File: src/verilog/gate_seq_pkg.sv
package gate_seq_pkg;

    // strobe vector bit positions
    localparam int STROBE_MEAS_LIT  = 0;
    localparam int STROBE_MEAS_DARK = 1;
    localparam int STROBE_REF_LIT   = 2;
    localparam int STROBE_REF_DARK  = 3;
    localparam int STROBE_COUNT     = 4;

    // multiplied clock: ticks per segment period
    localparam int TICKS_PER_SEGMENT = 10;
    // gate window within each half segment, in ticks (centre only)
    localparam int GATE_OPEN_TICK    = 2;
    localparam int GATE_CLOSE_TICK   = 3;

    // period estimator width, in system clocks
    localparam int PERIOD_WIDTH      = 20;
    // segment period with no edge before declaring the wheel stopped
    localparam int STALL_LIMIT       = 20'h7_a120;

    // test waveform half period, in ticks
    localparam int TEST_HALF_TICKS   = 5;

    // reset values
    localparam logic [PERIOD_WIDTH-1:0] PERIOD_RESET = 20'h0_03e8;

    // input switch source selection
    typedef enum logic [1:0] {
        source_detector,
        source_open,
        source_test
    } source_type;

    // strobe bundle
    typedef struct packed {
        logic ref_dark;
        logic ref_lit;
        logic meas_dark;
        logic meas_lit;
    } strobe_type;

endpackage : gate_seq_pkg

File: src/verilog/sample_hold_gate_sequencer.sv
`timescale 1ns/1ps

// Notes on behaviour
// - four strobes, phase by segment level
// - timing from clock at ten segment rate
// - strobes only in centre of interval
// - track observed segment rate, no fixed speed
// - indicators follow phase and segment sensors
// - dark calibration opens detector input switch
// - electric test substitutes synthetic waveform
module sample_hold_gate_sequencer
    import gate_seq_pkg::*;
#(
    parameter int PERIOD_W = PERIOD_WIDTH,
    parameter int STALL    = STALL_LIMIT
) (
    // clock, reset, enable
    input  wire logic i_clk,
    input  wire logic i_reset,
    input  wire logic i_enable,
    // wheel sensors
    input  wire logic i_phase_sensor,
    input  wire logic i_segment_sensor,
    // diagnostic requests
    input  wire logic i_dark_request,
    input  wire logic i_test_request,
    // sample and hold strobes
    output logic      o_meas_lit_strobe,
    output logic      o_meas_dark_strobe,
    output logic      o_ref_lit_strobe,
    output logic      o_ref_dark_strobe,
    // status indicators
    output logic      o_phase_indicator,
    output logic      o_segment_indicator,
    // detector input switch and test waveform
    output logic      o_detector_switch_closed,
    output logic      o_test_select,
    output logic      o_test_waveform
);

    // whole block state in one register; period fields count system clocks,
    // tick counts tenths of a segment, tick_count steps by ten per system clock
    typedef struct packed {
        logic [1:0]          phase_sync;
        logic [1:0]          seg_sync;
        logic                seg_prev;
        logic [PERIOD_W-1:0] period_count;
        logic [PERIOD_W-1:0] period;
        logic [PERIOD_W-1:0] tick_count;
        logic [3:0]          tick;
        logic                seen_edge;
        logic                locked;
        strobe_type          strobes;
        logic                phase_led;
        logic                seg_led;
        logic                switch_closed;
        logic                test_sel;
        logic [3:0]          test_count;
        logic                test_wave;
    } state_type;

    state_type state;
    state_type next_state;

    // tick position within half segment, centre window check
    function automatic logic in_centre(input logic [3:0] t);
        logic [3:0] half;
        half = (t >= 4'(TICKS_PER_SEGMENT / 2)) ? t - 4'(TICKS_PER_SEGMENT / 2) : t;
        return (half >= 4'(GATE_OPEN_TICK)) && (half <= 4'(GATE_CLOSE_TICK));
    endfunction : in_centre

    // one strobe per phase and segment level
    function automatic strobe_type decode_strobes(
        input logic gate,
        input logic meas_phase,
        input logic seg_high
    );
        strobe_type s;
        s           = '0;
        s.meas_lit  = gate &  meas_phase &  seg_high;
        s.meas_dark = gate &  meas_phase & ~seg_high;
        s.ref_lit   = gate & ~meas_phase &  seg_high;
        s.ref_dark  = gate & ~meas_phase & ~seg_high;
        return s;
    endfunction : decode_strobes

    // input source: test wins over dark, detector otherwise
    function automatic source_type pick_source(
        input logic dark,
        input logic test
    );
        source_type src;
        src = source_detector;
        if (test) begin
            src = source_test;
        end else if (dark) begin
            src = source_open;
        end
        return src;
    endfunction : pick_source

    // reset image: unlocked, strobes low, detector connected,
    // period preset so the tick divider starts from a sane span
    function automatic state_type reset_state();
        state_type r;
        r               = '0;
        r.period        = PERIOD_W'(PERIOD_RESET);
        r.switch_closed = 1'b1;
        return r;
    endfunction : reset_state

    // next state
    always_comb begin
        logic seg_rise;
        logic seg_high;
        logic meas_phase;
        logic gate;
        source_type src;
        next_state = state;
        src        = source_detector;
        seg_rise   = 1'b0;
        seg_high   = 1'b0;
        meas_phase = 1'b0;
        gate       = 1'b0;
        // sensor edges are slow and free running; two flops keep a marginal
        // level from reaching phase and segment decode differently
        // two-stage synchronisers
        next_state.phase_sync = {state.phase_sync[0], i_phase_sensor};
        next_state.seg_sync   = {state.seg_sync[0], i_segment_sensor};
        next_state.seg_prev   = state.seg_sync[1];
        // edge and levels seen only through the synchroniser
        seg_rise   = state.seg_sync[1] & ~state.seg_prev;
        seg_high   = state.seg_sync[1];
        meas_phase = state.phase_sync[1];

        // measure segment period on each rising edge
        // the first edge after reset or a stall closes an unknown span:
        // keep its count but lock only from the next edge onward
        if (seg_rise) begin
            next_state.period_count = '0;
            next_state.period       = state.period_count;
            next_state.seen_edge    = 1'b1;
            next_state.locked       = state.seen_edge;
        end else if (state.period_count >= PERIOD_W'(STALL)) begin
            // no edge for a whole stall span: wheel stopped
            next_state.seen_edge = 1'b0;
            next_state.locked    = 1'b0;
        end else begin
            next_state.period_count = state.period_count + 1'b1;
        end

        // tick 9 holds until the next rise, so a slowing wheel never
        // wraps into an early, misplaced gate
        // tick clock at ten times segment rate, realigned each edge
        if (seg_rise) begin
            next_state.tick_count = '0;
            next_state.tick       = '0;
        end else if (state.tick_count + PERIOD_W'(TICKS_PER_SEGMENT)
                     >= state.period) begin
            next_state.tick_count = '0;
            if (state.tick < 4'(TICKS_PER_SEGMENT - 1)) begin
                next_state.tick = state.tick + 1'b1;
            end
        end else begin
            next_state.tick_count = state.tick_count + PERIOD_W'(TICKS_PER_SEGMENT);
        end

        // window keeps clear of edge ticks 0, 4, 5 and 9
        // gate only in centre of each half segment
        gate = state.locked && in_centre(state.tick);
        // decode phase and segment level, one-hot
        next_state.strobes = decode_strobes(gate, meas_phase, seg_high);

        // same three-clock lag as the strobe decode
        // indicators follow synchronised sensors
        next_state.phase_led = state.phase_sync[1];
        next_state.seg_led   = state.seg_sync[1];

        // dark calibration opens the detector switch
        // test opens it as well and feeds the synthetic wave instead
        src                      = pick_source(i_dark_request, i_test_request);
        next_state.switch_closed = (src == source_detector);
        next_state.test_sel      = (src == source_test);

        // wave restarts low whenever the request drops
        // synthetic square wave locked to tick clock
        if (!i_test_request) begin
            next_state.test_count = '0;
            next_state.test_wave  = 1'b0;
        end else if (state.tick_count == '0) begin
            if (state.test_count >= 4'(TEST_HALF_TICKS - 1)) begin
                next_state.test_count = '0;
                next_state.test_wave  = ~state.test_wave;
            end else begin
                next_state.test_count = state.test_count + 1'b1;
            end
        end
    end

    // state register; enable low holds every field, counters included
    always_ff @(posedge i_clk) begin
        if (i_reset) begin
            state <= reset_state();
        end else if (i_enable) begin
            state <= next_state;
        end
    end

    // outputs straight from state
    // every output is a state flop, no decode after it
    assign o_meas_lit_strobe        = state.strobes.meas_lit;
    assign o_meas_dark_strobe       = state.strobes.meas_dark;
    assign o_ref_lit_strobe         = state.strobes.ref_lit;
    assign o_ref_dark_strobe        = state.strobes.ref_dark;
    assign o_phase_indicator        = state.phase_led;
    assign o_segment_indicator      = state.seg_led;
    assign o_detector_switch_closed = state.switch_closed;
    assign o_test_select            = state.test_sel;
    assign o_test_waveform          = state.test_wave;

endmodule : sample_hold_gate_sequencer

File: config.mk
export PLATFORM = sky130hd
export DESIGN_NAME = sample_hold_gate_sequencer
export DESIGN_NICKNAME = d
export VERILOG_FILES = /design/src/verilog/gate_seq_pkg.sv /design/src/verilog/sample_hold_gate_sequencer.sv
export SDC_FILE = /design/constraint.sdc
export NUM_CORES = 1
export LEC_CHECK = 0
export ABC_AREA = 1
export BUFFER_PORTS_ARGS = -buffer_cell sky130_fd_sc_hd__buf_2
export CORE_AREA = 4 4 96 98
export DETAILED_ROUTE_END_ITERATION = 6
export DIE_AREA = 0 0 100 102
export GPL_ROUTABILITY_DRIVEN = 0
export GPL_TIMING_DRIVEN = 1
export PLACE_DENSITY = 0.76
export SYNTH_ARGS = -nofsm -noshare
export SYNTH_HDL_FRONTEND = slang
export SYNTH_SLANG_ARGS = --single-unit
File: constraint.sdc
create_clock -name i_clk -period 8 [get_ports i_clk]
set_clock_uncertainty 0.1 [all_clocks]
set_input_delay 0.8 -clock i_clk [delete_from_list [all_inputs] [get_ports i_clk]]
set_output_delay 0.8 -clock i_clk [all_outputs]
set_load 0.03 [all_outputs]
# Yosys cells after proc, flatten, opt, wreduce, memory -nomap -nowiden
# Index checks and enable logic that the tools add are counted.
# W data, S select, Z words.
op_classes:
  n_reduce_logical: 13
  n_mux: 15
  addsub: 5
  n_lt_le_gt_ge: 7
  n_eq_ne: 4
  n_bitwise: 11
ops:
  columns: ["cell", "count"]
  rows:
  - ["$mux W20", 3]
  - ["$mux W24", 1]
  - ["$add A20 B1 Y20 const B", 1]
  - ["$add A20 B4 Y20 const B", 1]
  - ["$ge A20 B19 Y1 const B", 1]
  - ["$ge A20 B20 Y1", 1]
  - ["$logic_not A20 Y1", 1]
  - ["$mux W4", 4]
  - ["$mux W5", 2]
  - ["$add A4 B1 Y4 const B", 2]
  - ["$ge A4 B3 Y1 const B", 2]
  - ["$reduce_and A2 Y1", 4]
  - ["$and A1 B1 Y1", 7]
  - ["$mux W2", 3]
  - ["$reduce_and A3 Y1", 2]
  - ["$reduce_bool A2 Y1", 3]
  - ["$ge A4 B2 Y1 const B", 1]
  - ["$le A4 B2 Y1 const B", 1]
  - ["$lt A4 B4 Y1 const B", 1]
  - ["$ne A2 B1 Y1 const B", 2]
  - ["$not A1 Y1", 4]
  - ["$sub A4 B3 Y4 const B", 1]
  - ["$eq A2 B2 Y1 const B", 1]
  - ["$logic_and A1 B1 Y1", 2]
  - ["other kinds (3)", 4]
totals:
  inputBits: 7
  wordCells: 73
  regBits: 83
  out_inout_bits: 9

# Depth between registers and ports, before layout
depth:
  depth_word: 7
  ltp_mapped: 22
  depth_no_buf: 22

# Worst setup path after synthesis
# Ideal clock, no wire load.
synth_timing:
  path_type: "flip-flop to flip-flop"
  startpoint: "register state[21] in the netlist's numbering"
  endpoint: "register state[34] in the netlist's numbering"
  n_path_buf: 1
  stages_incl_launch_ff: 20
  period_less_slack_ns: 2.618
  setup_slack_ns: 5.382
  t_required_ns: 7.775
  t_arrival_ns: 2.393
  path_cell_list: "dfxtp_1 ha_1 nor2_2 nor2_4 nand2_4 nor3_4 nand2_1 nand2_1 nand2_1 ha_1 nand2_1 nor2_1 nand3_1 nor2_1 nand2_1 nand3_2 inv_2 buf_4 nand2_1 a21oi_2"
synth_via:
  elab_chain_cells: 4
synth_rtl:
  columns: ["item", "line", "rtl"]
  rows:
  - ["start, declared", "sample_hold_gate_sequencer.sv:62", "state_type state;"]
  - ["start signal, assigned", "sample_hold_gate_sequencer.sv:203", "state <= reset_state();"]
  - ["start signal, assigned", "sample_hold_gate_sequencer.sv:205", "state <= next_state;"]
  - ["$add A20 B4 Y20 *", "sample_hold_gate_sequencer.sv:158, sample_hold_gate_sequencer.sv:165", null]
  - ["$ge A20 B20 Y1", "sample_hold_gate_sequencer.sv:159", ">= state.period) begin"]
  - ["$mux W20 *", "sample_hold_gate_sequencer.sv:158", "end else if (state.tick_count + PERIOD_W'(TICKS_PER_SEGMENT)"]
  - ["$mux W24 *", "sample_hold_gate_sequencer.sv:155", "if (seg_rise) begin"]
# Every way passes the cells marked *; elsewhere a longest branch is shown, timed or not.
# A chain may end at the register's enable or synchronous reset.

# Final worst setup path
layout_timing:
  startpoint: "register state[21] in the netlist's numbering"
  endpoint: "register state[24] in the netlist's numbering"
# Same word-level chain as after synthesis.

==> out/metrics.csv <==
stage;metric;value;unit
hold_path;hold path depth;2;
routing;DRT Pass-1 Iters;5;
die;Core Region;8470;µm²
synthesis;Post-synth EDFFs;0;
die;die area;10200;µm²
placement;PortBufs;15;
critical_path;flop2flop setup slack;5000;ps
cts;Worst-Skew Late Latency;360;ps
die;I/O pin cnt;16;
grt;global route overflow;0;
synthesis;post-synth top area cell;dfxtp_1;
critical_path;most frequent cell on the critical path;nand2_1;
cts;CTS root buf;clkbuf_8;
grt;first-pass GRT wire length;18.7;mm
cts;# resized after CTS;0;
critical_path;R2R depth;18;
hold_path;Hold EP;state[4]$_SDFFE_PP0P_;
routing;final wirelength;10.8;mm
cells_and_area;layout cell share with drive strength beyond 1;9.05;%
critical_path;Critical Path Source Type;flop;
synthesis;async set or reset register ratio after synthesis;0;%
power_and_ir_drop;peak supply drop;0.000118;V
routing;WL/cell;12.6;µm
sta;Slew Limit Fails;0;
critical_path;Max FO, Critical Path;19;
die;num rows;34;
cts;H-tree levels;3;
cts;Post-CTS Setup Repair Bufs;0;
synthesis;ys flop type;dfxtp_1;
grt;vias in the first global route;4042;
placement;Placement Setup Slack;4870;ps
grt;routing usage on met3;3.28;%
critical_path;critical path required time;8110;ps
routing;starting DRC count in detailed routing;307;
synthesis;Synth cell types;34;
cts;CTS Hold Buffers Added;0;
synthesis;Seq/Total Area, Yosys;33.6;%
power_and_ir_drop;leakage;2.25;nW
critical_path;WP data arrival;3110;ps
grt;met1 Track Usage GR;30.8;%
placement;DP Cell Count;843;
cells_and_area;fill cell count;805;
cts;clock buffer depth;2;
routing;DRT antenna net count;0;
synthesis;synthesized area;4890;µm²
sta;fmax;333;MHz
grt;GRT Resource Usage Total;22.5;%
critical_path;WP buf/inv;1;
grt;met2 Use GR;35.9;%
critical_path;r2r endpoint;state[24]$_SDFFE_PP0P_;
cells_and_area;fin cells;859;
die;Starting Density;57.7;%
sta;post-route clock period utilization;37.5;%
cells_and_area;storage element area;1640;µm²
sta;# setup viols final;0;
power_and_ir_drop;Cell Pwr Density;159;nW/µm²
grt;gr busiest metal;met2;
grt;initial antenna violation count;0;
sta;min Tclk post-route;3000;ps
cells_and_area;Biggest register;state;
synthesis;Mapped Cells;743;
die;height of the chip;102;µm
sta;Final Hold Viols;0;
die;Die W;100;µm
sta;Hold WS;357;ps
grt;pin count of the biggest net entering global routing;43;
sta;Slew Limit Headroom;24.8;%
cells_and_area;Largest register FFs;69;
synthesis;top-area cell type share of the netlist area;33.6;%
sta;worst setup margin;5000;ps
cells_and_area;footprint of the multi-input gates;2750;µm²
critical_path;Worst path max stage delay;370;ps
critical_path;RR Startpoint;state[21]$_SDFFE_PP0P_;
routing;routed vias;4580;
cts;Clock transition at path regs;90;ps
cts;CTS tree;done;
placement;hpwl dp;7.90;mm
sta;Least-Margin Pin Slew;1130;ps
critical_path;critical path's slowest cell;dfxtp_1;
critical_path;CP delay by family, top;simple AND/OR/NAND/NOR gates;
critical_path;Setup CP Type;flop to flop;
cts;total clock buffers created by CTS;9;
cts;Clock Sinks;82;
hold_path;hold_sp;state[4]$_SDFFE_PP0P_;
hold_path;Hold WC Path Type;flop to flop;
critical_path;Worst setup EP type;flop;
job;max_cap viols;0;
synthesis;syn_nets;776;
sta;setup TNS;0;ps
routing;vias per cell;5.33;
synthesis;Mean Syn Cell Area;6.58;µm²
critical_path;CP cell instances;ha_1 > nor2_2 > nor2_4 > nand2_4 > nor3_4 > nand2_1 > nand2_1 > nand2_1 > ha_1 > nand2_1 > nor2_1 > nand3_1 > nor2_1 > nand2_1 > nand3_2 > inv_2 > nand2_1 > a21oi_1;
cells_and_area;layout net count;779;
routing;DRC viols;0;
sta;RSZ-0062 raised after global routing;false;
status;outcome;finished clean;
cells_and_area;# diodes;0;
synthesis;Synth area leaders;dfxtp_1, nand2_1, a21oi_1;
cells_and_area;Area Growth Syn to Fin;5.68;%
synthesis;Synth Register Bits;82;
synthesis;YS warnings;0;
[placed cells by master, fill, tap and decap left out, types with 2 or more instances in the layout]
| master | synthesis | layout |
|---|---|---|
| nand2_4 | 2 | 2 |
| nor3_1 | 9 | 9 |
| clkinv_4 | 0 | 2 |
| o21ai_0 | 38 | 38 |
| o21ai_1 | 2 | 2 |
| nand2_2 | 9 | 9 |
| a21oi_2 | 2 | 2 |
| xnor2_1 | 5 | 5 |
| clkinvlp_4 | 0 | 3 |
| buf_2 | 4 | 15 |
| nand3_1 | 36 | 36 |
| nor2_4 | 3 | 3 |
| nand3_2 | 2 | 2 |
| nand4_1 | 19 | 19 |
| nor3_4 | 2 | 2 |
| nor2_1 | 87 | 87 |
| nor2_2 | 5 | 5 |
| ha_1 | 26 | 26 |
| inv_1 | 92 | 92 |
| dfxtp_1 | 82 | 82 |
| xor2_1 | 11 | 11 |
| clkbuf_8 | 0 | 9 |
| xor2_2 | 2 | 2 |
| inv_2 | 8 | 8 |
| o211ai_1 | 6 | 6 |
| a21oi_1 | 70 | 70 |
| nand2_1 | 195 | 195 |
[metal layers]
layer / up-vias / wire length (µm)
li1: 2367 / -
met1: 2081 / 5170
met5: - / 0
met3: 21 / 464
met2: 111 / 4990
met4: 0 / 230
[cells by family after synthesis]
| group | share of synthesized area, % |
|---|---|
| buffers and inverters | 10.2 |
| and+or+nand+nor | 33.2 |
| xor gates and xnor gates | 3.53 |
| adders and majority gates | 6.66 |
| AOI/OAI and AO/OA | 12.9 |
| DFF | 33.6 |
[cell usage after synthesis (3+ instances only)]
cell type and instances:
inv_2 8, xnor2_1 5, clkbuf_1 15, ha_1 26, nand2_1 195, nor2_4 3
nand3_1 36, nand4_1 19, nand2_2 9, a21oi_1 70, o21ai_0 38, xor2_1 11
nor2_1 87, buf_2 4, o211ai_1 6, nor3_1 9, inv_1 92, dfxtp_1 82
nor2_2 5
[area by class of cell]
cell class | instances | share of cell area (%)
Tap cell | 108 | 2.62
Clock inverter | 7 | 1.04
Inverter | 101 | 7.34
Clock buffer | 9 | 2.40
Timing Repair Buffer | 16 | 1.60
Multi-Input combinational cell | 536 | 53.2
Sequential cell | 82 | 31.8
[metrics by stage]
step	instance area [µm²]	power [mW]	util (%)
after global placement	4990	0.550	58.9
final	5160	0.820	61.0
after floorplan	4890	0.530	-
after CTS	5160	0.826	61.0
after detailed placement	4990	0.554	58.9
after global routing	5160	0.864	61.0
[power by group]
part           switching (mW)  internal (mW)  leakage, nW
Clock                   0.161          0.114       0.0818
Sequential             0.0109          0.423        0.667
Combinational          0.0783         0.0334         1.51
[how the worst max path moves through the flow]
stage | from | endpoint | slack (ps) | depth (start not counted)
floorplan | state[21]$_SDFFE_PP0P_ | state[34]$_SDFFE_PP0P_ | 5380 | 19
global placement | i_reset | state[34]$_SDFFE_PP0P_ | 4960 | 4
detailed placement | i_reset | state[34]$_SDFFE_PP0P_ | 4870 | 4
CTS | state[21]$_SDFFE_PP0P_ | state[33]$_SDFFE_PP0P_ | 5020 | 18
global route | state[21]$_SDFFE_PP0P_ | state[38]$_SDFFE_PP0P_ | 4660 | 18
finish | state[21]$_SDFFE_PP0P_ | state[24]$_SDFFE_PP0P_ | 5000 | 18
[worst min-delay path, cell delays in order, from the launching register on]
cell	delay [ps]
dfxtp_1	320
nand2_1	60
nor2_1	40
Power figures use the tool's default switching activity.
